File: src/logic/ldc_pkg.sv
package ldc_pkg;

	// ---------------------------------------------------------------
	// register indices (byte address = 4 * index)
	// ---------------------------------------------------------------
	localparam logic [2:0] REG_LOCK = 3'h0;
	localparam logic [2:0] REG_CMD  = 3'h1;
	localparam logic [2:0] REG_ENA  = 3'h2;
	localparam logic [2:0] REG_THR  = 3'h3;
	localparam logic [2:0] REG_LOW  = 3'h4;
	localparam logic [2:0] REG_HIGH = 3'h5;

	// ---------------------------------------------------------------
	// reset values
	// ---------------------------------------------------------------
	localparam logic [7:0]  RST_LOCK = 8'h00;
	localparam logic [7:0]  RST_CMD  = 8'h08;
	localparam logic [7:0]  RST_ENA  = 8'h1f;
	localparam logic [7:0]  RST_THR  = 8'h08;
	localparam logic [7:0]  RST_LOW  = 8'h24;
	localparam logic [7:0]  RST_HIGH = 8'he8;
	localparam logic [15:0] RST_CODE = 16'h0000;

	// ---------------------------------------------------------------
	// fields and codes
	// ---------------------------------------------------------------
	localparam logic [7:0] UNLOCK_KEY = 8'h95;
	localparam int         CMD_LSB    = 3;
	localparam int         SRST_BIT   = 0;
	localparam int         ENA_ACK    = 4;
	localparam int         ENA_FRAME  = 3;
	localparam int         ENA_PAR    = 2;
	localparam int         ENA_CHAN   = 1;
	localparam int         ENA_LOOP   = 0;
	localparam logic [7:0] ENA_MASK   = 8'h1f;
	localparam logic [7:0] THR_MASK   = 8'h0f;
	localparam logic [1:0] ERR_SET    = 2'b01;
	localparam logic [1:0] ERR_CLR    = 2'b10;
	localparam logic [7:0] CODE_LOW_BYTE = 8'h00;

	// one decoded frame from the single-wire link receiver
	typedef struct packed {
		logic        valid;
		logic        frame_err;
		logic        parity_err;
		logic        is_dac;
		logic [2:0]  addr;
		logic [15:0] data;
	} ldc_frame_s;

	typedef enum logic [1:0] {
		BUS_IDLE   = 2'b01,
		BUS_ANSWER = 2'b10
	} ldc_bus_e;

endpackage : ldc_pkg

File: src/logic/ldc_regs.sv
// The Avalon-MM interface to the registers was decided locally.
module ldc_regs (
	// clock and reset
	input  wire logic              i_clk,
	input  wire logic              i_rst,
	// avalon-mm slave
	input  wire logic [4:0]        i_avs_address,
	input  wire logic              i_avs_read,
	input  wire logic              i_avs_write,
	input  wire logic [31:0]       i_avs_writedata,
	input  wire logic [3:0]        i_avs_byteenable,
	output logic      [31:0]       o_avs_readdata,
	output logic                   o_avs_waitrequest,
	// link receiver side
	input  wire ldc_pkg::ldc_frame_s i_frame,
	input  wire logic              i_channel_inactive,
	output logic                   o_ack,
	// pins
	input  wire logic              i_error_band_select,
	input  wire logic              i_loop_fault,
	// converter side
	output logic      [15:0]       o_output_code,
	output logic                   o_error_active,
	output logic                   o_unlocked
);

	// ---------------------------------------------------------------
	// state
	// ---------------------------------------------------------------
	ldc_pkg::ldc_bus_e bus_state;
	ldc_pkg::ldc_bus_e next_bus_state;
	logic [7:0]  lock_key;
	logic [7:0]  enables;
	logic [7:0]  threshold;
	logic [7:0]  low_code;
	logic [7:0]  high_code;
	logic [15:0] dac_code;
	logic        err_state;
	logic        srst;
	logic        rst_all;
	logic [1:0]  pin_s;
	logic        band_s;
	logic        loop_s;
	logic        unlocked;
	logic        f_wr;
	logic        b_wr;
	logic        bus_req;
	logic        bus_accept;
	logic        bus_hit;
	logic [2:0]  bus_idx;
	logic        wr_en;
	logic [2:0]  wr_idx;
	logic [7:0]  wr_data;
	logic        cfg_wr;
	logic        cmd_wr;
	logic [1:0]  cmd;
	logic        trip;
	logic        set_evt;
	logic        clr_evt;
	logic        reporting;
	logic        run_err;

	function automatic logic [7:0] rd_reg(input logic [2:0] idx);
		case (idx)
			ldc_pkg::REG_LOCK: rd_reg = lock_key;
			ldc_pkg::REG_CMD:  rd_reg = {7'h00, srst};
			ldc_pkg::REG_ENA:  rd_reg = enables;
			ldc_pkg::REG_THR:  rd_reg = threshold;
			ldc_pkg::REG_LOW:  rd_reg = low_code;
			ldc_pkg::REG_HIGH: rd_reg = high_code;
			default:           rd_reg = 8'h00;
		endcase
	endfunction : rd_reg

	// ---------------------------------------------------------------
	// pins and resets
	// ---------------------------------------------------------------
	ldc_sync #(
		.W (2)
	) u_sync (
		.i_clk   (i_clk),
		.i_rst   (i_rst),
		.i_async ({i_loop_fault, i_error_band_select}),
		.o_sync  (pin_s)
	);

	assign band_s  = pin_s[0];
	assign loop_s  = pin_s[1];
	// soft reset joins power-on on rst_all; the bus slave and the pin synchronizer reset on i_rst only
	assign rst_all = i_rst || srst;

	// ---------------------------------------------------------------
	// avalon slave: one wait cycle, stalled while a frame writes
	// ---------------------------------------------------------------
	assign bus_req    = i_avs_read || i_avs_write;
	assign bus_idx    = i_avs_address[4:2];
	assign bus_hit    = (i_avs_address[1:0] == 2'b00) && (bus_idx <= ldc_pkg::REG_HIGH);
	assign f_wr       = i_frame.valid && !i_frame.is_dac;
	// link cannot be stalled, so the bus yields to it
	assign bus_accept = (bus_state == ldc_pkg::BUS_ANSWER) && !f_wr;
	assign o_avs_waitrequest = bus_req && !bus_accept;
	assign b_wr       = bus_accept && i_avs_write && i_avs_byteenable[0] && bus_hit;

	always_comb
	begin
		case (bus_state)
			ldc_pkg::BUS_IDLE:
				next_bus_state = bus_req ? ldc_pkg::BUS_ANSWER : ldc_pkg::BUS_IDLE;
			ldc_pkg::BUS_ANSWER:
				next_bus_state = bus_accept ? ldc_pkg::BUS_IDLE : ldc_pkg::BUS_ANSWER;
			default:
				next_bus_state = ldc_pkg::BUS_IDLE;
		endcase
	end

	always_ff @(posedge i_clk)
	begin
		if (i_rst)
			bus_state <= ldc_pkg::BUS_IDLE;
		else
			bus_state <= next_bus_state;
	end

	always_ff @(posedge i_clk)
	begin
		if (i_rst)
			o_avs_readdata <= 32'h0000_0000;
		else if (bus_hit)
			o_avs_readdata <= {24'h00_0000, rd_reg(bus_idx)};
		else
			o_avs_readdata <= 32'h0000_0000;
	end

	// ---------------------------------------------------------------
	// write port: frame first, else bus
	// ---------------------------------------------------------------
	assign wr_en    = f_wr || b_wr;
	assign wr_idx   = f_wr ? i_frame.addr : bus_idx;
	assign wr_data  = f_wr ? i_frame.data[7:0] : i_avs_writedata[7:0];
	assign unlocked = (lock_key == ldc_pkg::UNLOCK_KEY);
	assign cfg_wr   = wr_en && unlocked;
	assign cmd_wr   = cfg_wr && (wr_idx == ldc_pkg::REG_CMD);
	assign cmd      = wr_data[ldc_pkg::CMD_LSB +: 2];

	always_ff @(posedge i_clk)
	begin
		if (rst_all)
			lock_key <= ldc_pkg::RST_LOCK;
		else if (wr_en && wr_idx == ldc_pkg::REG_LOCK)
			lock_key <= wr_data;
	end

	// pulse: high for one cycle, then the reset path clears it
	always_ff @(posedge i_clk)
	begin
		if (rst_all)
			srst <= 1'b0;
		else
			srst <= cmd_wr && wr_data[ldc_pkg::SRST_BIT];
	end

	// reserved bits are masked so a careless master reads them back as zero
	always_ff @(posedge i_clk)
	begin
		if (rst_all)
		begin
			enables   <= ldc_pkg::RST_ENA;
			threshold <= ldc_pkg::RST_THR;
			low_code  <= ldc_pkg::RST_LOW;
			high_code <= ldc_pkg::RST_HIGH;
		end
		else if (cfg_wr)
		begin
			case (wr_idx)
				ldc_pkg::REG_ENA:  enables   <= wr_data & ldc_pkg::ENA_MASK;
				ldc_pkg::REG_THR:  threshold <= wr_data & ldc_pkg::THR_MASK;
				ldc_pkg::REG_LOW:  low_code  <= wr_data;
				ldc_pkg::REG_HIGH: high_code <= wr_data;
				default:           threshold <= threshold;
			endcase
		end
	end

	always_ff @(posedge i_clk)
	begin
		if (rst_all)
			dac_code <= ldc_pkg::RST_CODE;
		else if (i_frame.valid && i_frame.is_dac && !unlocked)
			dac_code <= i_frame.data;
	end

	// ---------------------------------------------------------------
	// error condition
	// ---------------------------------------------------------------
	assign run_err = (i_frame.frame_err && enables[ldc_pkg::ENA_FRAME])
		|| (i_frame.parity_err && enables[ldc_pkg::ENA_PAR]);

	ldc_err_run u_err_run (
		.i_clk  (i_clk),
		.i_rst  (rst_all),
		.i_err  (run_err),
		.i_good (i_frame.valid),
		.i_thr  (threshold[3:0]),
		.o_trip (trip)
	);

	assign set_evt = (cmd_wr && cmd == ldc_pkg::ERR_SET) || trip
		|| (i_channel_inactive && enables[ldc_pkg::ENA_CHAN]);
	assign clr_evt = (cmd_wr && cmd == ldc_pkg::ERR_CLR) || i_frame.valid;

	// set beats clear when both land together
	always_ff @(posedge i_clk)
	begin
		if (rst_all)
			err_state <= 1'b1;
		else if (set_evt)
			err_state <= 1'b1;
		else if (clr_evt)
			err_state <= 1'b0;
	end

	assign reporting = err_state || (loop_s && enables[ldc_pkg::ENA_LOOP]);

	// ---------------------------------------------------------------
	// outputs
	// ---------------------------------------------------------------
	always_ff @(posedge i_clk)
	begin
		if (rst_all)
		begin
			o_output_code <= ldc_pkg::RST_CODE;
			o_ack         <= 1'b0;
		end
		else
		begin
			if (!reporting)
				o_output_code <= dac_code;
			else if (band_s)
				o_output_code <= {high_code, ldc_pkg::CODE_LOW_BYTE};
			else
				o_output_code <= {low_code, ldc_pkg::CODE_LOW_BYTE};
			o_ack <= i_frame.valid && enables[ldc_pkg::ENA_ACK];
		end
	end

	assign o_error_active = reporting;
	assign o_unlocked     = unlocked;
endmodule : ldc_regs

File: src/logic/ldc_sync.sv
module ldc_sync #(
	parameter int W = 2
) (
	// clock and reset
	input  wire logic         i_clk,
	input  wire logic         i_rst,
	// levels
	input  wire logic [W-1:0] i_async,
	output logic      [W-1:0] o_sync
);

	logic [W-1:0] meta;

	// first stage feeds only the second
	always_ff @(posedge i_clk)
	begin
		if (i_rst)
		begin
			meta   <= '0;
			o_sync <= '0;
		end
		else
		begin
			meta   <= i_async;
			o_sync <= meta;
		end
	end

endmodule : ldc_sync

File: src/logic/ldc_err_run.sv
module ldc_err_run (
	// clock and reset
	input  wire logic       i_clk,
	input  wire logic       i_rst,
	// events
	input  wire logic       i_err,
	input  wire logic       i_good,
	input  wire logic [3:0] i_thr,
	output logic            o_trip
);

	logic [4:0] run;
	logic [4:0] next_run;

	assign next_run = run + 5'h01;
	// trip when the run reaches one plus the threshold
	assign o_trip = i_err && (next_run == {1'b0, i_thr} + 5'h01);

	always_ff @(posedge i_clk)
	begin
		if (i_rst || i_good)
			run <= 5'h00;
		else if (o_trip)
			run <= 5'h00;
		else if (i_err)
			run <= next_run;
	end
endmodule : ldc_err_run

File: config.mk
export PLATFORM = sky130hd
export DESIGN_NAME = ldc_regs
export DESIGN_NICKNAME = d
export VERILOG_FILES = /design/src/logic/ldc_pkg.sv /design/src/logic/ldc_regs.sv /design/src/logic/ldc_sync.sv /design/src/logic/ldc_err_run.sv
export SDC_FILE = /design/constraint.sdc
export NUM_CORES = 1
export LEC_CHECK = 0
export BUFFER_PORTS_ARGS = -buffer_cell sky130_fd_sc_hd__clkbuf_2
export CAP_MARGIN = 5
export CORE_UTILIZATION = 50
export DETAILED_ROUTE_END_ITERATION = 10
export MAX_ROUTING_LAYER = met4
export PLACE_DENSITY = 0.84
export SLEW_MARGIN = 25
export SYNTH_ARGS = -nofsm -noshare
export SYNTH_HDL_FRONTEND = slang
export SYNTH_SLANG_ARGS = --single-unit
File: constraint.sdc
create_clock -name i_clk -period 2.8 [get_ports i_clk]
set_input_delay 0.14 -clock i_clk [delete_from_list [all_inputs] [get_ports i_clk]]
set_output_delay 0.14 -clock i_clk [all_outputs]
set_load 0.01 [all_outputs]
### After elaboration in Yosys (flattened, before gate mapping)

Cells that the tools add are included.

* ROM bits: 0
* memories: 0
* memory bits (writable): 0
* flip-flop bits (word level): 111
* latch bits: 0
* word-level logic and storage cells: 88
* output and inout port bits: 52

* div/mod/pow operators: 0
* $lt $le $gt $ge: 1
* shifts and indexed selects: 0
* multiplexer cells: 8
* $mul: 0
* bitwise logic cells: 1
* reductions and logical operators: 44
* equality and inequality tests: 16
* $add $sub $neg: 2

Operators with widths (count)
* $pmux W8 S6: 1
* $mux W16: 2
* $logic_and A1 B1 Y1: 21
* $eq A3 B2 Y1 const B: 4
* $eq A3 B3 Y1 const B: 4
* $logic_or A1 B1 Y1: 9
* $eq A8 B8 Y1 const B: 1
* $mux W8: 1
* $reduce_and A2 Y1: 4
* $eq A3 B1 Y1 const B: 2
* $logic_not A3 Y1: 2
* $reduce_or A2 Y1: 3
* $add A4 B1 Y5 const B: 1
* $add A5 B1 Y5 const B: 1
* $eq A5 B5 Y1: 1
* $eq A2 B1 Y1 const B: 2
* $eq A2 B2 Y1 const B: 2
* $logic_not A1 Y1: 4
* $mux W2: 2
* $pmux W2 S2: 1
* $le A3 B3 Y1 const B: 1
* $mux W3: 1
* $logic_not A2 Y1: 1
* $not A1 Y1: 1

### Depth between registers and ports, before layout

Gate-level depths: netlist of run 1.

* depth in word-level cells: 14
* depth in mapped cells: 7
* gate-level depth less buffers: 6

### Modules after synthesis

From an unflattened synthesis of run 1, not the netlist that was laid out.

* cell total of the unflattened synthesis: 420
* area total of the unflattened synthesis: 4047.6 µm²

Modules (own cells, without submodules)
* ldc_regs: cells an instance 377, times used 1, area each 3575.9 µm², sequential area each 1561.5 µm²
* ldc_err_run: cells an instance 35, times used 1, area each 366.6 µm², sequential area each 100.1 µm²
* ldc_sync: cells an instance 8, times used 1, area each 105.1 µm², sequential area each 80.1 µm²

### Least setup slack after synthesis of run 1

OpenSTA, ideal clock, no wires.

* path kind: reg-to-reg
* start: register lock_key[3]
* end: register enables[0]
* cell stages (with the launch flop): 7
* setup time: 0.129 ns
* buffers on the path: 1
* arrival time: 1.783 ns
* clock period less this slack: 1.912 ns
* path slack: 0.888 ns
* required time: 2.671 ns
* cell sequence: dfxtp_1 > nand4bb_1 > or4_4 > or4b_4 > buf_6 > mux2i_1 > nand2_1

* cells in the longest elaborated chain, start to end: 3

RTL lines
* from (decl): line ldc_regs.sv:32 `logic [7:0] lock_key;`
* from (signal assigned): line ldc_regs.sv:148 `lock_key <= ldc_pkg::RST_LOCK;`
* from (signal assigned): line ldc_regs.sv:150 `lock_key <= wr_data;`
* $eq A8 B8 Y1: line ldc_regs.sv:140 `assign unlocked = (lock_key == ldc_pkg::UNLOCK_KEY);`
* $logic_and A1 B1 Y1: line ldc_regs.sv:141 `assign cfg_wr = wr_en && unlocked;`
* $reduce_and A2 Y1 (no line)
* to (signal assigned): line ldc_regs.sv:167 `enables <= ldc_pkg::RST_ENA;`
* to (signal assigned): line ldc_regs.sv:175 `ldc_pkg::REG_ENA: enables <= wr_data & ldc_pkg::ENA_MASK;`
* to (decl): line ldc_regs.sv:33 `logic [7:0] enables;`

Every way passes these cells.
A chain may end at the register's enable or synchronous reset.

### Final worst setup path of run 1

* start: register lock_key[3]
* end: register high_code[0]

* cells in the longest elaborated chain, start to end: 3

RTL lines
* $eq A8 B8 Y1: line ldc_regs.sv:140
* $logic_and A1 B1 Y1: line ldc_regs.sv:141
* $reduce_and A2 Y1 (no line)
* to (signal assigned): line ldc_regs.sv:170 `high_code <= ldc_pkg::RST_HIGH;`
* to (signal assigned): line ldc_regs.sv:178 `ldc_pkg::REG_HIGH: high_code <= wr_data;`
* to (decl): line ldc_regs.sv:36 `logic [7:0] high_code;`

Every way passes these cells.

==> impl_metrics.csv, run 1 <==
group,metric,value,unit
placed_design,hpwl,6580,um
floorplan,fp.dieH,91.2,um
placed_design,io_buffers,71,
cells_and_area,postLayoutCoreUtil,58.3,%
detailed_routing,drcViolationCount,0,
detailed_routing,wl,8960,um
synth,synth_compound_area_share,7.41,%
critical_path,crit_required,3.00,ns
min_path,hold_path_class,"in2reg",
placed_design,gp_congestion,0.927,
critical_path,slowest_stage,"or4_4",
synth,yosysSeqAreaShare,43.7,%
clock_network,worstSkewPairLatency,0.35,ns
critical_path,r2r_setup_slack,0.67,ns
critical_path,critPathKind,"reg2reg",
synth,syn_area_per_cell,9.46,um^2
clock_network,cts.clk_slew.worst_paths,0.08,ns
clock_network,cts_root_buf,"clkbuf_8",
clock_network,postCtsSetupRepairBufs,0,
synth,synth-xor-area-share,3.08,%
clock_network,cts.sinks,87,
sta,hold_violations,0,
synth,synthSimpleGateAreaFrac,18.8,%
clock_network,cts_tree,"built",
synth,netlist_instances,421,
clock_network,cts_buffer_depth,2,
sta,slew_viol_final,0,
synth,netlist_area,3980,um^2
global_routing,antenna_found_initial,0,
pwr,power,2490,uW
synth,yosysUniqueCellTypes,47,
placed_design,dp.cells,575,
synth,muxShareOfSynthArea,18.2,%
sta,fmax,0.469,GHz
synth,synthArstFlopShare,0,%
critical_path,r2r-end,"high_code[0]",
floorplan,fp.coreArea,7730,um^2
critical_path,reg2reg_depth,6,
detailed_routing,vias_per_cell,5.32,
synth,synth_fa_ha_area_share,1.26,%
sta,finalCriticalPeriod,2.13,ns
detailed_routing,dr.pass1.iters,4,
global_routing,grtUsageMet1,26.8,%
clock_network,holdBufCountCts,0,
detailed_routing,avgRoutedWirePerCell,15.2,um
critical_path,startpoint,"lock_key[3]",
sta,tns,0,ns
pwr,leakagePower,0.00217,uW
cells_and_area,layout.cells.most_common,"dfxtp_1",
sta,slew_headroom,41.2,%
critical_path,max_stage_delay,0.49,ns
detailed_routing,vias,3146,
critical_path,r2r-start,"lock_key[3]",
cells_and_area,fill_cells,663,
job,drv_cap,0,
floorplan,start_util,51.5,%
global_routing,grt_pass1_vias,3087,
cells_and_area,nets,559,
clock_network,htree_num_levels,3,
floorplan,dieArea,8330,um^2
floorplan,io_pins,123,
pwr,ir_drop,0.281,mV
detailed_routing,drtIter0Drc,217,
status,status,"finished, final reports clean",
clock_network,cts_made_buffers,9,
floorplan,rows,32,
critical_path,startpoint_type,"register",
sta,setup_viol,0,
critical_path,path_max_fanout,8,
sta,fin_skew,0.00902,ns
critical_path,cp_cell_sequence,"nand4bb_1, or4_4, inv_1, o2111ai_2, mux2i_1, nor2_1",
clock_network,cts_resized,0,
global_routing,grt_util_met3,4.94,%
synth,yosys_warnings,0,
synth,synth_edf_count,0,
floorplan,die_x,91.2,um
pwr,p_per_area,552,nW/um^2
global_routing,use_met2,38.1,%
sta,max_slew.worst_pin.slew,0.882,ns
synth,synth_top_family_by_area,"simple AND/OR/NAND/NOR gates",
synth,ys_seq_elements,87,
global_routing,overflow,0,
global_routing,grt_max_degree,48,
cells_and_area,num_antenna_cells,0,
critical_path,end_kind,"register",
synth,synth-main-ff-cell,"dfxtp_1",
detailed_routing,final_antenna_net_count,0,
sta,rsz0062_at_grt,"no",
cells_and_area,area_growth,13.1,%
critical_path,crit_path_end,"high_code[0]",
global_routing,grt_pass1_wl,14600,um
cells_and_area,drive_above_1_share,20.9,%
cells_and_area,finalNonFillerCells,591,
sta,fin_hold_ws,0.00716,ns
global_routing,grt_usage,22.8,%
sta,period_share,76.2,%
global_routing,grt.busiest_layer,"met2",
critical_path,arrival,2.33,ns
cells_and_area,final_cell_mix,"87 x dfxtp_1, 71 x clkbuf_2, 69 x mux2i_1",
==> power breakdown <==
group / switching (uW) / internal (uW) / total [uW]
combinational: 175 / 110 / 285
sequential: 21.4 / 1270 / 1300
clock: 420 / 487 / 907
==> Yosys cell counts (4+ instances only) <==
cell type  count  share of area, %
buf_2          4              0.50
xnor2_1        9               2.0
buf_4         24               4.5
ha_1           4               1.3
nor2b_1       10               1.6
nand3_1        5              0.63
nand2_1       33               3.1
dfxtp_1       87                44
clkbuf_1      12               1.1
nor2_1        65               6.1
a211oi_1       9               1.7
and3_1        12               1.9
xor2_1         5               1.1
inv_1          4              0.38
nor3_1         8               1.0
a21oi_1       15               1.9
mux2i_1       69                17
==> through the flow <==
step | area (um^2) | setup slack (ns)
floorplan | 4070 | 0.888
global placement | 4300 | 0.768
detailed placement | 4300 | 0.723
CTS | 4510 | 0.685
global route | 4510 | 0.604
finish | 4510 | 0.667
==> per-layer routing <==
layer / vias to the layer above / routed length, um
met2: 124 / 4360
li1: 1531 / -
met4: 0 / 153
met3: 19 / 601
met1: 1472 / 3840
met5: - / 0
==> cell type report <==
| class | instances | area (um^2) | share of cell area (%) |
|---|---|---|---|
| Clock buffer | 14 | 173 | 3.83 |
| Clock inverter | 2 | 37.5 | 0.833 |
| Inverter | 5 | 18.8 | 0.417 |
| Multi-Input combinational cell | 307 | 2030 | 45.0 |
| Sequential cell | 87 | 1740 | 38.7 |
| Tap cell | 102 | 128 | 2.83 |
| Timing Repair Buffer | 74 | 378 | 8.39 |
==> flip-flops by register name (all words and copies together), names as in the netlist, 5 cells and up <==
name	count
lock_key	8
o_output_code	16
o_avs_readdata	8
dac_code	16
high_code	8
enables	5
low_code	8
u_err_run.run	5
==> worst min path at each step <==
stage                   startpoint  cells after the start        endpoint
6_report              i_loop_fault                      2  u_sync.meta[1]
3_3_place_gp          i_loop_fault                      2  u_sync.meta[1]
5_1_grt        i_error_band_select                      2  u_sync.meta[0]
3_5_place_dp          i_loop_fault                      2  u_sync.meta[1]
4_1_cts               i_loop_fault                      2  u_sync.meta[1]
2_1_floorplan  i_error_band_select                      1  u_sync.meta[0]
==> kinds of logic (layout without fill, tap and decap cells) <==
family	Yosys count	in the layout
mux	72	72
xor+xnor	14	14
fa+ha+maj	4	4
other cells	1	24
simple gates	153	153
buf+inv	50	95
compound gates	40	40
flops	87	87
==> worst max-delay path: cells and delay by family (launching register included) <==
family                 cells  cell delay [ns]
AOI/OAI and AO/OA          1             0.38
muxes                      1             0.32
buffers and inverters      1             0.18
DFF                        1             0.34
and+or+nand+nor            3             0.77
Power figures use the tool's default switching activity.
==> inputs of run 2 (changes only) <==
==> constraint.sdc (replaced) <==
create_clock -name i_clk -period 2 [get_ports i_clk]
set_input_delay 0.1 -clock i_clk [delete_from_list [all_inputs] [get_ports i_clk]]
set_output_delay 0.1 -clock i_clk [all_outputs]
set_load 0.01 [all_outputs]
==> run 2 against run 1 <==
Compared with the run above: the run now ends with setup timing left; critical path depth decreased by 1; first-iteration DRC count decreased by 6.5%; design area increased by 4.9%; clock skew increased by 0.0059 ns; sequential share of layout area decreased by 1.7 points; non-clock buffer count increased by 25; sequential power increased by 39%; count of clock-buffer cells in the layout decreased by 3; global-route usage increased by 1.3 points; power increased by 44%; maximum frequency increased by 5.8%; combinational power increased by 54%.
==> impl_metrics.csv, run 2 (synthesized netlist as in run 1, its figures left out) <==
group,metric,value,unit
min_path,hold_path_class,"in2reg",
critical_path,reg2reg_depth,5,
pwr,pwr-share-seq,50.8,%
pwr,internal-power,2690,uW
critical_path,critPathKind,"reg2reg",
floorplan,dieArea,8330,um^2
clock_network,cts_root_buf,"clkbuf_8",
detailed_routing,avgRoutedWirePerCell,15.6,um
global_routing,overflow,0,
cells_and_area,num_antenna_cells,0,
detailed_routing,drcViolationCount,0,
detailed_routing,final_antenna_net_count,0,
sta,setup_viol,1,
placed_design,io_buffers,71,
floorplan,die_x,91.2,um
global_routing,grt_usage,24.0,%
floorplan,fp.coreArea,7730,um^2
detailed_routing,drtIter0Drc,203,
cells_and_area,final_cell_mix,"84 x dfxtp_1, 71 x clkbuf_2, 68 x mux2i_1",
pwr,p_switching,878,uW
global_routing,antenna_found_initial,0,
job,drv_cap,0,
clock_network,htree_num_levels,3,
sta,fmax,0.496,GHz
clock_network,cts.sinks,87,
pwr,leakagePower,0.00228,uW
min_path,min_path_cells,3,
sta,period_share,101,%
critical_path,path_max_fanout,5,
sta,tns,-0.0157,ns
detailed_routing,vias,3313,
critical_path,startpoint_type,"register",
pwr,p_per_area,756,nW/um^2
status,status,"finished with violations",
detailed_routing,dr.pass1.iters,6,
cells_and_area,area_growth,18.7,%
clock_network,cts_buffer_depth,2,
cells_and_area,layout.cells.most_common,"dfxtp_1",
cells_and_area,drive_above_1_share,23.8,%
clock_network,worstSkewPairLatency,0.36,ns
sta,hold_violations,0,
clock_network,cts.clk_slew.worst_paths,0.09,ns
cells_and_area,reg_top3,"dac_code x16, o_output_code x16",
sta,fin_hold_ws,0.00417,ns
sta,slew_viol_final,0,
sta,max_slew.worst_pin.slew,0.946,ns
critical_path,arrival,2.25,ns
floorplan,rows,32,
sta,setup_ws,-0.0157,ns
placed_design,gp_congestion,0.890,
global_routing,grt_pass1_wl,15100,um
critical_path,crit_required,2.23,ns
floorplan,fp.dieH,91.2,um
pwr,power_frac_comb,12.3,%
sta,fin_skew,0.0150,ns
clock_network,cts_tree,"built",
sta,finalCriticalPeriod,2.02,ns
status,violations,"setup timing",
sta,rsz0062_at_grt,"yes",
cells_and_area,nets,584,
critical_path,end_kind,"register",
floorplan,io_pins,123,
sta,slew_headroom,36.9,%
detailed_routing,wl,9590,um
clock_network,cts_made_buffers,9,
pwr,ir_drop,0.323,mV
pwr,p_clk_share,37.0,%
global_routing,grt_max_degree,48,
floorplan,start_util,51.5,%
placed_design,hpwl,7010,um
global_routing,grt_pass1_vias,3220,
pwr,swShare,24.6,%
detailed_routing,vias_per_cell,5.39,
cells_and_area,postLayoutCoreUtil,61.2,%
-- run 2: path summary, 6_finish.rpt --
| path | startpoint | to | slack (ns) |
|---|---|---|---|
| worst max-delay path | lock_key[1] | enables[1] | -0.02 |
| worst max register to register | lock_key[1] | enables[1] | -0.02 |
| worst min register to register | u_sync.meta[1] | u_sync.o_sync[1] | 0.44 |
| worst min-delay path | i_frame[4] | dac_code[4] | 0.004 |
-- run 2: stage by stage --
step	cell area, um^2	setup slack (ns)	power (uW)	std cells
after floorplan	4070	0.0878	2150	444
after global placement	4400	0.0763	2250	589
after detailed placement	4400	0.0216	2260	589
after CTS	4720	-0.00742	3570	614
after global routing	4730	-0.0502	3700	615
final	4730	-0.0157	3570	615
-- run 2: cell type report --
class | count | area, um^2
well taps | 102 | 128
fillers | 636 | 3000
multi-input cells | 307 | 2030
inverters | 5 | 18.8
clock buffers | 11 | 141
repair buffers | 99 | 591
flip-flops and latches | 87 | 1750
clock inverters | 4 | 70.1
-- run 2: layer usage --
layer	global-route usage, %	wire (um)	vias to the layer above
met5	-	0	-
met4	10.2	291	0
met3	5.53	643	34
met2	40.2	4560	153
met1	27.7	4100	1551
li1	-	-	1575
-- run 2: what timing repair did --
item / in CTS / in global routing
buffers inserted: 0 / 1
gates resized for setup: 2 / 3
pin swaps: 1 / 2
endpoints found under the setup margin: 2 / 9
hold buffers: 10 / 0
hold endpoints to repair: 10 / 0
-- run 2: power groups by stage --
stage	sequential [uW]	clock, uW	combinational, uW
finish	1810	1320	438
global route	1820	1410	471
floorplan	1850	0	300
CTS	1810	1330	428
global placement	1850	0	397
detailed placement	1850	0	410
-- run 2: worst max-delay path: stages, from the launching register on --
cell,delay (ns)
dfxtp_2,0.34
nand4bb_1,0.17
or4_4,0.48
or4b_4,0.58
mux2i_2,0.23
nand2_1,0.08
